==> src/core/crb_pkg.sv <==
// Constants shared by the CAN receive buffering block
package crb_pkg;
    // Register offsets on the host register port
    localparam logic [7:0] ADDR_TX_PAYLOAD  = 8'h36; // Transmit payload byte storage
    localparam logic [7:0] ADDR_PIN_CTRL    = 8'h0C; // Full pin control register
    localparam logic [7:0] ADDR_SOF_CTRL    = 8'h0E; // Start-of-frame control
    localparam logic [7:0] ADDR_INT_ENABLE  = 8'h2B; // Interrupt enable register
    localparam logic [7:0] ADDR_INT_FLAG    = 8'h2C; // Interrupt flag register
    localparam logic [7:0] ADDR_OVERFLOW    = 8'h2D; // Receive overflow flags
    localparam logic [7:0] ADDR_SLOT0_CTRL  = 8'h60; // Primary slot control
    localparam logic [7:0] ADDR_SLOT1_CTRL  = 8'h70; // Secondary slot control
    // Slot image: control byte at base, frame bytes at base+1 to base+13
    localparam int         SLOT_BYTES       = 13;
    localparam logic [3:0] SLOT_FIRST_IDX   = 4'h1;
    localparam logic [3:0] SLOT_LAST_IDX    = 4'hD;
    // Slot control field positions
    localparam int         MODE_LSB         = 5;
    localparam int         RTR_BIT          = 3;
    localparam int         ROLL_BIT         = 2;
    localparam int         ROLL_COPY_BIT    = 1;
    // Full pin control field positions (pin index added)
    localparam int         PIN_MODE_LSB     = 0;
    localparam int         PIN_EN_LSB       = 2;
    localparam int         PIN_LEVEL_LSB    = 4;
    // Filter modes
    localparam logic [1:0] MODE_FILTERED    = 2'h0;
    localparam logic [1:0] MODE_STD_ONLY    = 2'h1;
    localparam logic [1:0] MODE_EXT_ONLY    = 2'h2;
    localparam logic [1:0] MODE_ACCEPT_ALL  = 2'h3;
    // Reset values
    localparam logic [7:0] RST_BYTE         = 8'h00;
    localparam logic [1:0] RST_PAIR         = 2'h0;
    localparam logic [5:0] RST_PIN_CTRL     = 6'h00;
    // Filter count and slot ownership
    localparam int         NUM_FILTERS      = 6;
    localparam int         SLOT0_FILTERS    = 2;
    // Start-of-frame detector states
    typedef enum logic [0:0] {
        SOF_IDLE  = 1'b0,
        SOF_ARMED = 1'b1
    } crb_sof_state_type;
endpackage

==> src/core/crb_receive.sv <==
// CAN receive buffering: assembly buffer, two filtered slots, flags and pins
`timescale 1ns/1ps
`default_nettype none

module crb_receive (
    input  wire logic                  clk,
    input  wire logic                  sys_rst,
    input  wire logic                  ce,
    input  wire logic                  reg_we,
    input  wire logic [7:0]            reg_addr,
    input  wire logic [7:0]            reg_wdata,
    input  wire logic [7:0]            reg_wmask,
    output logic      [7:0]            reg_rdata,
    input  wire logic                  mab_we,
    input  wire logic [10:0]           mab_sid,
    input  wire logic [17:0]           mab_eid,
    input  wire logic                  mab_ext,
    input  wire logic                  mab_rtr,
    input  wire logic [3:0]            mab_dlc,
    input  wire logic [63:0]           mab_data,
    input  wire logic                  frame_ok,
    input  wire logic                  frame_err,
    input  wire logic [5:0][28:0]      filter_value,
    input  wire logic [5:0]            filter_wide_id_select,
    input  wire logic [1:0][28:0]      mask_value,
    input  wire logic                  bus_receive_input,
    input  wire logic                  bus_idle,
    input  wire logic                  sample_point,
    output logic                       sof_pulse,
    output logic                       sof_glitch,
    output logic                       alert_n,
    output logic      [1:0]            full_pin_o,
    output logic      [1:0]            full_pin_oe
);

    // Frame images: assembly buffer and the two receive slots
    logic [12:0][7:0] mab_q;           // Assembly buffer bytes
    logic [12:0][7:0] slot0_q;         // Primary slot bytes
    logic [12:0][7:0] slot1_q;         // Secondary slot bytes
    // Control and status state
    logic [1:0]       mode_q [2];      // Filter mode per slot
    logic             roll_q;          // Rollover enable
    logic [1:0]       rtr_q;           // Remote request seen per slot
    logic             hit0_q;          // Primary filter hit
    logic [2:0]       hit1_q;          // Secondary filter hit
    logic [1:0]       flag_q;          // Received flags
    logic [1:0]       flag_d;
    logic [1:0]       inten_q;         // Received interrupt enables
    logic [1:0]       ovf_q;           // Overflow flags
    logic [1:0]       ovf_d;
    logic [5:0]       pin_ctrl_q;      // Full pin control bits
    logic             sof_en_q;        // Start-of-frame detector enable
    logic [7:0]       tx_byte_q;       // Transmit payload byte
    logic [7:0]       rd_d;
    logic [7:0]       ctrl0_wr;        // Primary control byte after a masked write
    logic [7:0]       ctrl1_wr;        // Secondary control byte after a masked write
    logic [7:0]       sof_wr;          // Start-of-frame control after a masked write
    // Decoded frame fields from the assembly buffer
    logic [10:0]      frm_sid;
    logic [17:0]      frm_eid;
    logic             frm_ext;
    logic             frm_rtr;
    logic [28:0]      frm_id;
    logic [28:0]      cmp_mask;        // Standard frames compare only identifier top
    logic [5:0]       match;           // Per-filter hit
    logic             acc0;
    logic             acc1;
    logic             hit0;
    logic [2:0]       hit1;
    logic             frame_end;
    logic             load0;
    logic             load1;
    logic             roll_go;
    logic             wr;
    logic [3:0]       idx;
    // Start-of-frame detector
    crb_pkg::crb_sof_state_type sof_state_q;
    logic              rx_prev_q;       // Previous bus level, 1 = recessive

    assign wr = ce && reg_we;

    // Masked merge: plain writes use an all-ones mask
    function automatic logic [7:0] merge8(input logic [7:0] old_v, input logic [7:0] new_v,
                                          input logic [7:0] msk);
        merge8 = (old_v & ~msk) | (new_v & msk);
    endfunction

    // Merged control bytes, so that single fields can be picked out of them
    always_comb
    begin
        ctrl0_wr = merge8({1'b0, mode_q[0], 2'b00, roll_q, 2'b00}, reg_wdata, reg_wmask);
        ctrl1_wr = merge8({1'b0, mode_q[1], 5'h00}, reg_wdata, reg_wmask);
        sof_wr   = merge8({7'h00, sof_en_q}, reg_wdata, reg_wmask);
    end

    // Assembly buffer takes every frame the engine builds, accepted or not
    always_ff @(posedge clk)
    begin
        if (sys_rst)
            mab_q <= '0;
        else if (ce && mab_we)
        begin
            mab_q[0]  <= mab_sid[10:3];
            mab_q[1]  <= {mab_sid[2:0], mab_rtr & ~mab_ext, mab_ext, 1'b0, mab_eid[17:16]};
            mab_q[2]  <= mab_eid[15:8];
            mab_q[3]  <= mab_eid[7:0];
            mab_q[4]  <= {1'b0, mab_rtr & mab_ext, 2'b00, mab_dlc};
            for (int i = 0; i < 8; i++)
                mab_q[5 + i] <= mab_data[8 * i +: 8];
        end
    end

    // Frame fields as seen by the filters
    always_comb
    begin
        frm_sid  = {mab_q[0], mab_q[1][7:5]};
        frm_ext  = mab_q[1][3];
        frm_eid  = {mab_q[1][1:0], mab_q[2], mab_q[3]};
        frm_rtr  = frm_ext ? mab_q[4][6] : mab_q[1][4];
        frm_id   = {frm_sid, frm_ext ? frm_eid : 18'h00000};
        cmp_mask = frm_ext ? 29'h1FFFFFFF : 29'h1FFC0000;
    end

    // One comparator per filter; first two belong to the primary slot
    for (genvar g = 0; g < crb_pkg::NUM_FILTERS; g++)
    begin : g_filt
        localparam int S = (g < crb_pkg::SLOT0_FILTERS) ? 0 : 1;
        logic type_ok;
        always_comb
        begin
            // Filter kind must equal frame kind; modes 01/10 kill the wrong kind
            type_ok = (filter_wide_id_select[g] == frm_ext)
                && !(mode_q[S] == crb_pkg::MODE_STD_ONLY && frm_ext)
                && !(mode_q[S] == crb_pkg::MODE_EXT_ONLY && !frm_ext);
            match[g] = type_ok
                && (((frm_id ^ filter_value[g]) & mask_value[S] & cmp_mask) == 29'h0);
        end
    end

    // Acceptance and destination; primary slot is decided first
    always_comb
    begin
        frame_end = ce && (frame_ok || frame_err);
        hit0      = !match[0];
        hit1      = 3'h0;
        for (int f = crb_pkg::NUM_FILTERS - 1; f >= crb_pkg::SLOT0_FILTERS; f--)
            if (match[f])
                hit1 = 3'(f);
        if (frame_ok)
        begin
            acc0 = (mode_q[0] == crb_pkg::MODE_ACCEPT_ALL) || (|match[1:0]);
            acc1 = (mode_q[1] == crb_pkg::MODE_ACCEPT_ALL) || (|match[5:2]);
        end
        else
        begin
            // Errored frame only reaches a slot that accepts everything
            acc0 = (mode_q[0] == crb_pkg::MODE_ACCEPT_ALL);
            acc1 = (mode_q[1] == crb_pkg::MODE_ACCEPT_ALL);
        end
        load0   = frame_end && acc0 && !flag_q[0];
        roll_go = frame_end && acc0 && flag_q[0] && roll_q;
        load1   = (roll_go || (frame_end && !acc0 && acc1)) && !flag_q[1];
    end

    // Slot images overwritten whole from the assembly buffer
    always_ff @(posedge clk)
    begin
        if (sys_rst)
        begin
            slot0_q <= '0;
            slot1_q <= '0;
        end
        else
        begin
            if (load0)
                slot0_q <= mab_q;
            if (load1)
                slot1_q <= mab_q;
        end
    end

    // Filter hit and remote bits refreshed on each load
    always_ff @(posedge clk)
    begin
        if (sys_rst)
        begin
            rtr_q  <= crb_pkg::RST_PAIR;
            hit0_q <= 1'b0;
            hit1_q <= 3'h0;
        end
        else
        begin
            if (load0)
            begin
                rtr_q[0] <= frm_rtr;
                hit0_q   <= hit0;
            end
            if (load1)
            begin
                rtr_q[1] <= frm_rtr;
                // After rollover the hit names the primary filter that took it
                hit1_q   <= roll_go ? {2'b00, hit0} : hit1;
            end
        end
    end

    // Received flags: a load in the clearing cycle still sets the flag
    always_comb
    begin
        flag_d = flag_q;
        if (wr && reg_addr == crb_pkg::ADDR_INT_FLAG)
            flag_d = 2'(merge8({6'h00, flag_q}, reg_wdata, reg_wmask));
        flag_d = flag_d | {load1, load0};
    end

    // Overflow: slot busy and no rollover route, frame dropped
    always_comb
    begin
        ovf_d = ovf_q;
        if (wr && reg_addr == crb_pkg::ADDR_OVERFLOW)
            ovf_d = 2'(merge8({6'h00, ovf_q}, reg_wdata, reg_wmask));
        ovf_d[0] = ovf_d[0] | (frame_end && acc0 && flag_q[0] && !roll_q);
        ovf_d[1] = ovf_d[1] | ((roll_go || (frame_end && !acc0 && acc1)) && flag_q[1]);
    end

    // Flag and overflow registers
    always_ff @(posedge clk)
    begin
        if (sys_rst)
        begin
            flag_q <= crb_pkg::RST_PAIR;
            ovf_q  <= crb_pkg::RST_PAIR;
        end
        else if (ce)
        begin
            flag_q <= flag_d;
            ovf_q  <= ovf_d;
        end
    end

    // Software-written configuration
    always_ff @(posedge clk)
    begin
        if (sys_rst)
        begin
            mode_q[0]  <= crb_pkg::MODE_FILTERED;
            mode_q[1]  <= crb_pkg::MODE_FILTERED;
            roll_q     <= 1'b0;
            inten_q    <= crb_pkg::RST_PAIR;
            pin_ctrl_q <= crb_pkg::RST_PIN_CTRL;
            sof_en_q   <= 1'b0;
            tx_byte_q  <= crb_pkg::RST_BYTE;
        end
        else if (wr)
        begin
            unique case (reg_addr)
                crb_pkg::ADDR_SLOT0_CTRL:
                begin
                    mode_q[0] <= ctrl0_wr[crb_pkg::MODE_LSB +: 2];
                    roll_q    <= ctrl0_wr[crb_pkg::ROLL_BIT];
                end
                crb_pkg::ADDR_SLOT1_CTRL:
                    mode_q[1] <= ctrl1_wr[crb_pkg::MODE_LSB +: 2];
                crb_pkg::ADDR_INT_ENABLE:
                    inten_q <= 2'(merge8({6'h00, inten_q}, reg_wdata, reg_wmask));
                // Masked write lets software move one level bit without disturbing the other
                crb_pkg::ADDR_PIN_CTRL:
                    pin_ctrl_q <= 6'(merge8({2'b00, pin_ctrl_q}, reg_wdata, reg_wmask));
                crb_pkg::ADDR_SOF_CTRL:
                    sof_en_q <= sof_wr[0];
                crb_pkg::ADDR_TX_PAYLOAD:
                    tx_byte_q <= merge8(tx_byte_q, reg_wdata, reg_wmask);
                default:
                    ;
            endcase
        end
    end

    // Read data, registered; unmapped addresses read zero
    always_comb
    begin
        idx  = reg_addr[3:0] - crb_pkg::SLOT_FIRST_IDX;
        rd_d = 8'h00;
        unique case (reg_addr)
            crb_pkg::ADDR_SLOT0_CTRL:
                rd_d = {1'b0, mode_q[0], 1'b0, rtr_q[0], roll_q, roll_q, hit0_q};
            crb_pkg::ADDR_SLOT1_CTRL:
                rd_d = {1'b0, mode_q[1], 1'b0, rtr_q[1], hit1_q};
            crb_pkg::ADDR_INT_ENABLE: rd_d = {6'h00, inten_q};
            crb_pkg::ADDR_INT_FLAG:   rd_d = {6'h00, flag_q};
            crb_pkg::ADDR_OVERFLOW:   rd_d = {6'h00, ovf_q};
            crb_pkg::ADDR_PIN_CTRL:   rd_d = {2'b00, pin_ctrl_q};
            crb_pkg::ADDR_SOF_CTRL:   rd_d = {7'h00, sof_en_q};
            crb_pkg::ADDR_TX_PAYLOAD: rd_d = tx_byte_q;
            default:
            begin
                if (reg_addr[3:0] >= crb_pkg::SLOT_FIRST_IDX
                    && reg_addr[3:0] <= crb_pkg::SLOT_LAST_IDX)
                begin
                    if (reg_addr[7:4] == crb_pkg::ADDR_SLOT0_CTRL[7:4])
                        rd_d = slot0_q[idx];
                    else if (reg_addr[7:4] == crb_pkg::ADDR_SLOT1_CTRL[7:4])
                        rd_d = slot1_q[idx];
                end
            end
        endcase
    end
    // Read register and alert pin
    always_ff @(posedge clk)
    begin
        if (sys_rst)
        begin
            reg_rdata <= crb_pkg::RST_BYTE;
            alert_n   <= 1'b1;
        end
        else if (ce)
        begin
            reg_rdata <= rd_d;
            alert_n   <= !(|(flag_d & inten_q));
        end
    end

    // Full pins: undriven, flag follower, or plain output
    for (genvar p = 0; p < 2; p++)
    begin : g_pin
        always_ff @(posedge clk)
        begin
            if (sys_rst)
            begin
                full_pin_oe[p] <= 1'b0;
                full_pin_o[p]  <= 1'b1;
            end
            else if (ce)
            begin
                full_pin_oe[p] <= pin_ctrl_q[crb_pkg::PIN_EN_LSB + p];
                if (pin_ctrl_q[crb_pkg::PIN_MODE_LSB + p])
                    full_pin_o[p] <= !flag_d[p];
                else
                    full_pin_o[p] <= pin_ctrl_q[crb_pkg::PIN_LEVEL_LSB + p];
            end
        end
    end

    // Start-of-frame detector: arm on idle falling edge, confirm at sample point
    always_ff @(posedge clk)
    begin
        if (sys_rst)
        begin
            sof_state_q <= crb_pkg::SOF_IDLE;
            rx_prev_q   <= 1'b1;
            sof_pulse   <= 1'b0;
            sof_glitch  <= 1'b0;
        end
        else if (ce)
        begin
            rx_prev_q  <= bus_receive_input;
            sof_pulse  <= 1'b0;
            sof_glitch <= 1'b0;
            unique case (sof_state_q)
                crb_pkg::SOF_IDLE:
                    if (sof_en_q && bus_idle && rx_prev_q && !bus_receive_input)
                        sof_state_q <= crb_pkg::SOF_ARMED;
                crb_pkg::SOF_ARMED:
                    if (bus_receive_input)
                    begin
                        // Recessive again before sampling: treat as glitch
                        sof_glitch  <= 1'b1;
                        sof_state_q <= crb_pkg::SOF_IDLE;
                    end
                    else if (sample_point)
                    begin
                        sof_pulse   <= 1'b1;
                        sof_state_q <= crb_pkg::SOF_IDLE;
                    end
            endcase
        end
    end
endmodule

`default_nettype wire

==> config.mk <==
export PLATFORM = sky130hd
export DESIGN_NAME = crb_receive
export DESIGN_NICKNAME = d
export VERILOG_FILES = /design/src/core/crb_pkg.sv /design/src/core/crb_receive.sv
export SDC_FILE = /design/constraint.sdc
export NUM_CORES = 1
export LEC_CHECK = 0
export ABC_AREA = 1
export CAP_MARGIN = 25
export CORE_MARGIN = 2
export CORE_UTILIZATION = 55
export DETAILED_ROUTE_END_ITERATION = 8
export DONT_BUFFER_PORTS = 1
export PLACE_DENSITY = 0.7
export SLEW_MARGIN = 20
export SYNTH_ARGS = -nofsm -noshare
export SYNTH_HDL_FRONTEND = slang
export SYNTH_SLANG_ARGS = --single-unit
==> constraint.sdc <==
create_clock -name clk -period 4.1 [get_ports clk]
set_input_delay 0.82 -clock clk [delete_from_list [all_inputs] [get_ports clk]]
set_output_delay 0.82 -clock clk [all_outputs]
set_load 0.005 [all_outputs]
# [Word level (Yosys, flattened, before mapping)]
# Memory sizes are Yosys's and may differ from the RTL's.
# Index checks and enable logic that the tools add are counted.
[word_totals] mem_bits_rw=4 register_bits=345 n_memories=1 output_inout_bits=15 wordCells=248
[memory_table] name="mode_q" words=2 width=2 read_ports=2 rd_ports_with_merged_regs=0 wr=2 line_no="crb_receive.sv:41" source="logic [1:0] mode_q [2];"
[classes] reduce_logical=72 bitwise=46 n_eq_ne=22 order_cmp=3 n_mux=43 add_sub_neg=1
[op_table] cell="bitwise AND 29 bit" count=12
[op_table] cell="logical NOT 29 bit" count=6
[op_table] cell="XOR 29 bit" count=6
[op_table] cell="binary-select mux 8 bit (select 4 bit)" count=2
[op_table] cell="one-hot mux 8 bit (8 select lines)" count=1
[op_table] cell="logical AND 1 bit" count=40
[op_table] cell="two-way mux 8 bit" count=5
[op_table] cell="two-way mux 18 bit" count=2
[op_table] cell="equality test 8 x 6 -> 1 bit, second input constant" count=4
[op_table] cell="two-way mux 1 bit" count=23
[op_table] cell="bitwise AND 8 bit" count=2
[op_table] cell="equality test 8 x 4 -> 1 bit, second input constant" count=2
[op_table] cell="equality test 8 x 7 -> 1 bit, second input constant" count=2
[op_table] cell="two-way mux 3 bit" count=5
[op_table] cell="bitwise AND 7 bit" count=2
[op_table] cell="logical NOT 1 bit" count=14
[op_table] cell="OR 7 bit" count=2
[op_table] cell="AND reduction 2 bit" count=5
[op_table] cell="bitwise AND 2 bit" count=4
[op_table] cell="equality test 2 bit, second input constant" count=4
[op_table] cell="equality test 4 x 3 -> 1 bit, second input constant" count=2
[op_table] cell="two-way mux 2 bit" count=4
[op_table] cell="inverter 8 bit" count=1
[op_table] cell="OR 2 bit" count=4
[op_table] cell="other kinds (16)" count=33

# [Longest topological paths before layout]
# An unclocked memory read counts as a cell.
[logic_depth] word_depth=19 depth_mapped=23 ltp_nobuf=20

# [Worst setup path before layout]
# OpenSTA, ideal clock, no wires.
[synth_path] kind="input-to-reg" start="in reg_addr[0]" end="reg reg_rdata[5]" path_slack_ns=0.858 path_buffers=3 stages=15 t_arrival_ns=3.167 setup_time_ns=0.074 cell_sequence="inv_2 -> clkbuf_1 -> clkbuf_1 -> ha_1 -> nor2_1 -> nor2_1 -> clkinv_1 -> nor2_1 -> clkbuf_1 -> inv_1 -> o221ai_1 -> o21ai_0 -> nand2_1 -> nand3_1 -> a31oi_1"
[synth_between] elab_chain_cells=7 word_cells_on_any_way=20
[synth_rtl] item="start: declaration" line_no="crb_receive.sv:10" source="input wire logic [7:0] reg_addr,"
[synth_rtl] item="subtractor 4 x 1 -> 4 bit" line_no="crb_receive.sv:282" source="idx = reg_addr[3:0] - crb_pkg::SLOT_FIRST_IDX;"
[synth_rtl] item="binary-select mux 8 bit (select 4 bit)" line_no="crb_receive.sv:303" source="rd_d = slot1_q[idx];"
[synth_rtl] item="two-way mux 8 bit (not written as such)" line_no="crb_receive.sv:303"
[synth_rtl] item="two-way mux 8 bit" line_no="crb_receive.sv:302" source="else if (reg_addr[7:4] == crb_pkg::ADDR_SLOT1_CTRL[7:4])"
[synth_rtl] item="two-way mux 8 bit" line_no="crb_receive.sv:300" source="if (reg_addr[7:4] == crb_pkg::ADDR_SLOT0_CTRL[7:4])"
[synth_rtl] item="two-way mux 8 bit" line_no="crb_receive.sv:297" source="if (reg_addr[3:0] >= crb_pkg::SLOT_FIRST_IDX"
[synth_rtl] item="one-hot mux 8 bit (8 select lines) *" line_no="crb_receive.sv:284" source="unique case (reg_addr)"
[synth_rtl] item="end signal: assignment" line_no="crb_receive.sv:313" source="reg_rdata <= crb_pkg::RST_BYTE;"
[synth_rtl] item="end signal: assignment" line_no="crb_receive.sv:318" source="reg_rdata <= rd_d;"
[synth_rtl] item="end: declaration" line_no="crb_receive.sv:13" source="output logic [7:0] reg_rdata,"
# Mark *: on every way between the ends. The rest lies on a longest branch, timed or not. The select of a mux whose other input is x is not followed.
# A chain may end at the register's enable or synchronous reset.

# [Worst setup path in the final report]
[layout_path] start="reg mab_q, in the netlist frm_ext" end="reg hit1_q[0]"
[layout_between] elab_chain_cells=14 word_cells_on_any_way=79
[layout_rtl] item="start: declaration" line_no="crb_receive.sv:37" source="logic [12:0][7:0] mab_q;"
[layout_rtl] item="start signal: indexed assignment" line_no="crb_receive.sv:109" source="mab_q[5 + i] <= mab_data[8 * i +: 8];"
[layout_rtl] item="two-way mux 18 bit" line_no="crb_receive.sv:120" source="frm_id = {frm_sid, frm_ext ? frm_eid : 18'h00000};"
[layout_rtl] item="XOR 29 bit" line_no="crb_receive.sv:136" source="&& (((frm_id ^ filter_value[g]) & mask_value[S] & cmp_mask) == 29'h0);"
[layout_rtl] item="bitwise AND 29 bit (2 in series)" line_no="crb_receive.sv:136"
[layout_rtl] item="logical NOT 29 bit" line_no="crb_receive.sv:136"
[layout_rtl] item="logical AND 1 bit" line_no="crb_receive.sv:136"
[layout_rtl] item="OR reduction 2 bit" line_no="crb_receive.sv:151" source="acc0 = (mode_q[0] == crb_pkg::MODE_ACCEPT_ALL) || (|match[1:0]);"
[layout_rtl] item="logical OR 1 bit" line_no="crb_receive.sv:151"
[layout_rtl] item="two-way mux 1 bit" line_no="crb_receive.sv:149" source="if (frame_ok)"
[layout_rtl] item="logical AND 1 bit / logical NOT 1 bit (equally long branches)" line_no="crb_receive.sv:161, crb_receive.sv:162"
[layout_rtl] item="logical AND 1 bit, on equally long branches (2 in series)" line_no="crb_receive.sv:161, crb_receive.sv:162"
[layout_rtl] item="logical OR 1 bit" line_no="crb_receive.sv:162" source="load1 = (roll_go || (frame_end && !acc0 && acc1)) && !flag_q[1];"
[layout_rtl] item="logical AND 1 bit" line_no="crb_receive.sv:162"
[layout_rtl] item="end signal: assignment" line_no="crb_receive.sv:202" source="hit1_q <= roll_go ? {2'b00, hit0} : hit1;"
[layout_rtl] item="end: declaration" line_no="crb_receive.sv:45" source="logic [2:0] hit1_q;"
# Several ways; a longest one is shown, not always the timed one.

==> run_results.csv <==
group,metric,value,unit
outcome,status,"complete, no violations",
clock_tree,cts_tree,"yes",
grt,grt_max_degree,182,
grt,track_usage,35.2,%
synthesis,synth_nets,3267,
critical_path,crit_arrival,3.95,ns
die,start_util,55.5,%
cells_and_area,nNetsFinal,3152,
timing,finalMaxSlewViolations,0,
detailed_routing,wl_per_cell,19.4,um
power,p_leak,8.08,nW
synthesis,synth_edf_count,4,
timing,tightest_slew,0.945,ns
clock_tree,ctsResizeCount,0,
critical_path,path_max_fanout,52,
cells_and_area,layout_common_cells,"610 x nand2_1, 501 x nor2_1, 344 x dfxtp_1, 336 x o21ai_0, 225 x inv_1",
timing,fin_crit_sh,86.2,%
synthesis,synth_cell_type_count,44,
die,die_h,187,um
detailed_routing,vias_per_cell,5.85,
min_path,min_from,"sys_rst",
synthesis,synthCells,2891,
min_path,hold_path_depth,1,
detailed_routing,vias,19045,
grt,grt_pass1_vias,17885,
timing,fin_setup_tns,0,ns
placed_design,post_dp_cell_area,18500,sq um
timing,finalHoldWorstSlack,0.361,ns
grt,grt_pass1_wl,99.1,mm
critical_path,timing.rr.start,"frm_ext",
detailed_routing,drtIter0Drc,1715,
die,rows,67,
power,p_per_area,403,nW/um^2
clock_tree,numCtsBuffers,38,
detailed_routing,finalWirelength,63.0,mm
flow_run,maxCapViolCount,0,
min_path,holdPathEnd,"slot0_q[87]",
die,io-pin-count,386,
critical_path,cp-start-kind,"register",
detailed_routing,drc,0,
critical_path,r2r_end,"hit1_q[0]",
timing,setup_viol,0,
grt,antenna_found_initial,5,
clock_tree,clockRootBuffer,"clkbuf_16",
synthesis,syn_area_per_cell,6.39,sq um
synthesis,ys_seq_elements,349,
cells_and_area,layout_commonest_cell,"nand2_1",
timing,min_period,3.54,ns
synthesis,async_flop_share,0,%
critical_path,r2r_cells,21,
cells_and_area,finalInstanceArea,19800,sq um
cells_and_area,drive_above_1_share,5.00,%
die,die_w,187,um
power,ir_worst_vdd,304,uV
critical_path,worstSetupPathType,"register to register",
min_path,min_path_type,"input port to register",
synthesis,syn-cell-area,18500,sq um
detailed_routing,postRouteAntennaNets,0,
placed_design,io_buffers,0,
clock_tree,cts_setup_buffers,0,
clock_tree,cts_hold_buf,0,
timing,fmax,283,MHz
grt,grt_overflow,0,
cells_and_area,n_fill_cell,3224,
die,core,33300,sq um
clock_tree,cts.path.max_buffers,3,
timing,skew,0.0155,ns
clock_tree,worstSkewPairLatency,0.53,ns
critical_path,endpoint_kind,"register",
timing,hold_violations,0,
timing,slew_headroom,37.0,%
clock_tree,htree_levels,2,
critical_path,r2r_slack,0.56,ns
power,p_total,7.97,mW
detailed_routing,firstDrtPassIters,6,
clock_tree,clk_pin_slew,0.06,ns
synthesis,synth_ff_type,"dfxtp_1",
die,fp.dieArea,35100,sq um
synthesis,ys_warn_count,0,
synthesis,ys_seq_area_share,38.1,%
critical_path,worstPathRequired,4.51,ns
placed_design,gp_congestion,0.958,
cells_and_area,areaGrowthSynthToFinish,7.24,%
placed_design,post-dp-hpwl,45.1,mm
clock_tree,cts.sinks,349,
timing,rsz0062_at_grt,"no",
==> layer usage <==
layer	routed length, um	part of all wire (%)	vias up	GRT usage (%)
met2	29800	47	738	59.0
met3	5600	8.9	123	8.84
met5	11	0.017	-	0
met1	25500	40	8894	44.2
li1	-	-	9288	-
met4	2180	3.5	2	12.2
==> synthesized netlist by cell type, types with 7 or more instances <==
cell	instances	area (sq um)
or2_2	27	169
nand4_1	89	557
inv_1	226	848
a21oi_1	206	1030
o211ai_1	9	67.6
nor2_1	501	1880
nand3_1	217	1090
clkbuf_1	118	443
a221oi_1	13	114
buf_2	42	210
buf_1	11	41.3
dfxtp_1	345	6910
buf_4	12	90.1
o22ai_1	12	75.1
nor3_1	7	35.0
xor2_1	12	105
a31oi_1	11	68.8
o21ai_0	336	1680
o221ai_1	18	158
nand2_1	611	2290
==> state kept, by name (all words and copies together), names as in the netlist, 3 cells and up, named ones only <==
register	count
slot0_q	100
slot1_q	100
mab_q	70
frm_eid	18
frm_id	11
reg_rdata	8
mode_q	4
hit1_q	3
==> worst max path at each step <==
stage | start | cells past startpoint | slack (ns) | endpoint
CTS | frm_ext | 21 | 0.58 | hit1_q[0]
detailed placement | frm_ext | 21 | 0.63 | hit1_q[1]
global route | frm_ext | 21 | 0.11 | hit1_q[0]
global placement | frm_ext | 21 | 0.67 | hit1_q[0]
floorplan | reg_addr[0] | 15 | 0.86 | reg_rdata[5]
finish | frm_ext | 21 | 0.56 | hit1_q[0]
==> where the power goes <==
group          internal [mW]  leakage (nW)  switching [mW]  total (mW)
clock network           2.02         0.624            1.41        3.43
registers               3.52          2.85           0.153        3.67
logic                  0.300          4.61           0.571       0.871
==> logic make-up after synthesis <==
logic type / synth area share (%)
flops: 38.1
compound gates: 18.6
simple gates: 33.1
fa+ha+maj: 0.339
buf+inv: 9.38
xor+xnor: 0.569
==> final cells by class <==
class                           count  area, sq um  area share (%)
Inverter                          235          887            4.48
Timing Repair Buffer               36          333            1.68
Clock buffer                       56         1150            5.81
Multi-Input combinational cell   2116         9730            49.1
Sequential cell                   349         7030            35.5
Antenna cell                        3         7.51          0.0379
Tap cell                          448          561            2.83
Clock inverter                     10          108           0.543
==> worst max-delay path, cell delays in order (launching register included) <==
cell	delay (ns)
dfxtp_4	0.68
buf_4	0.50
nand2_1	0.25
nand2_1	0.11
nand3_1	0.07
o21ai_1	0.16
nor2_1	0.06
nand2_1	0.08
nor2_1	0.06
nand3_1	0.13
nand2_1	0.07
nand2_1	0.07
nand2_2	0.11
nor2_1	0.10
nand2_1	0.07
nand2_2	0.07
nand2_2	0.11
inv_2	0.09
buf_4	0.36
nand2_1	0.09
nand2_1	0.09
nor2_1	0.05
==> stage by stage <==
stage	utilization [%]	setup WS [ns]	instances
floorplan	-	0.858	2891
global placement	55.7	0.672	3184
detailed placement	55.7	0.630	3184
CTS	59.5	0.583	3250
global route	59.5	0.112	3250
finish	59.5	0.565	3253
No activity file was read; power rests on OpenSTA's default activity.
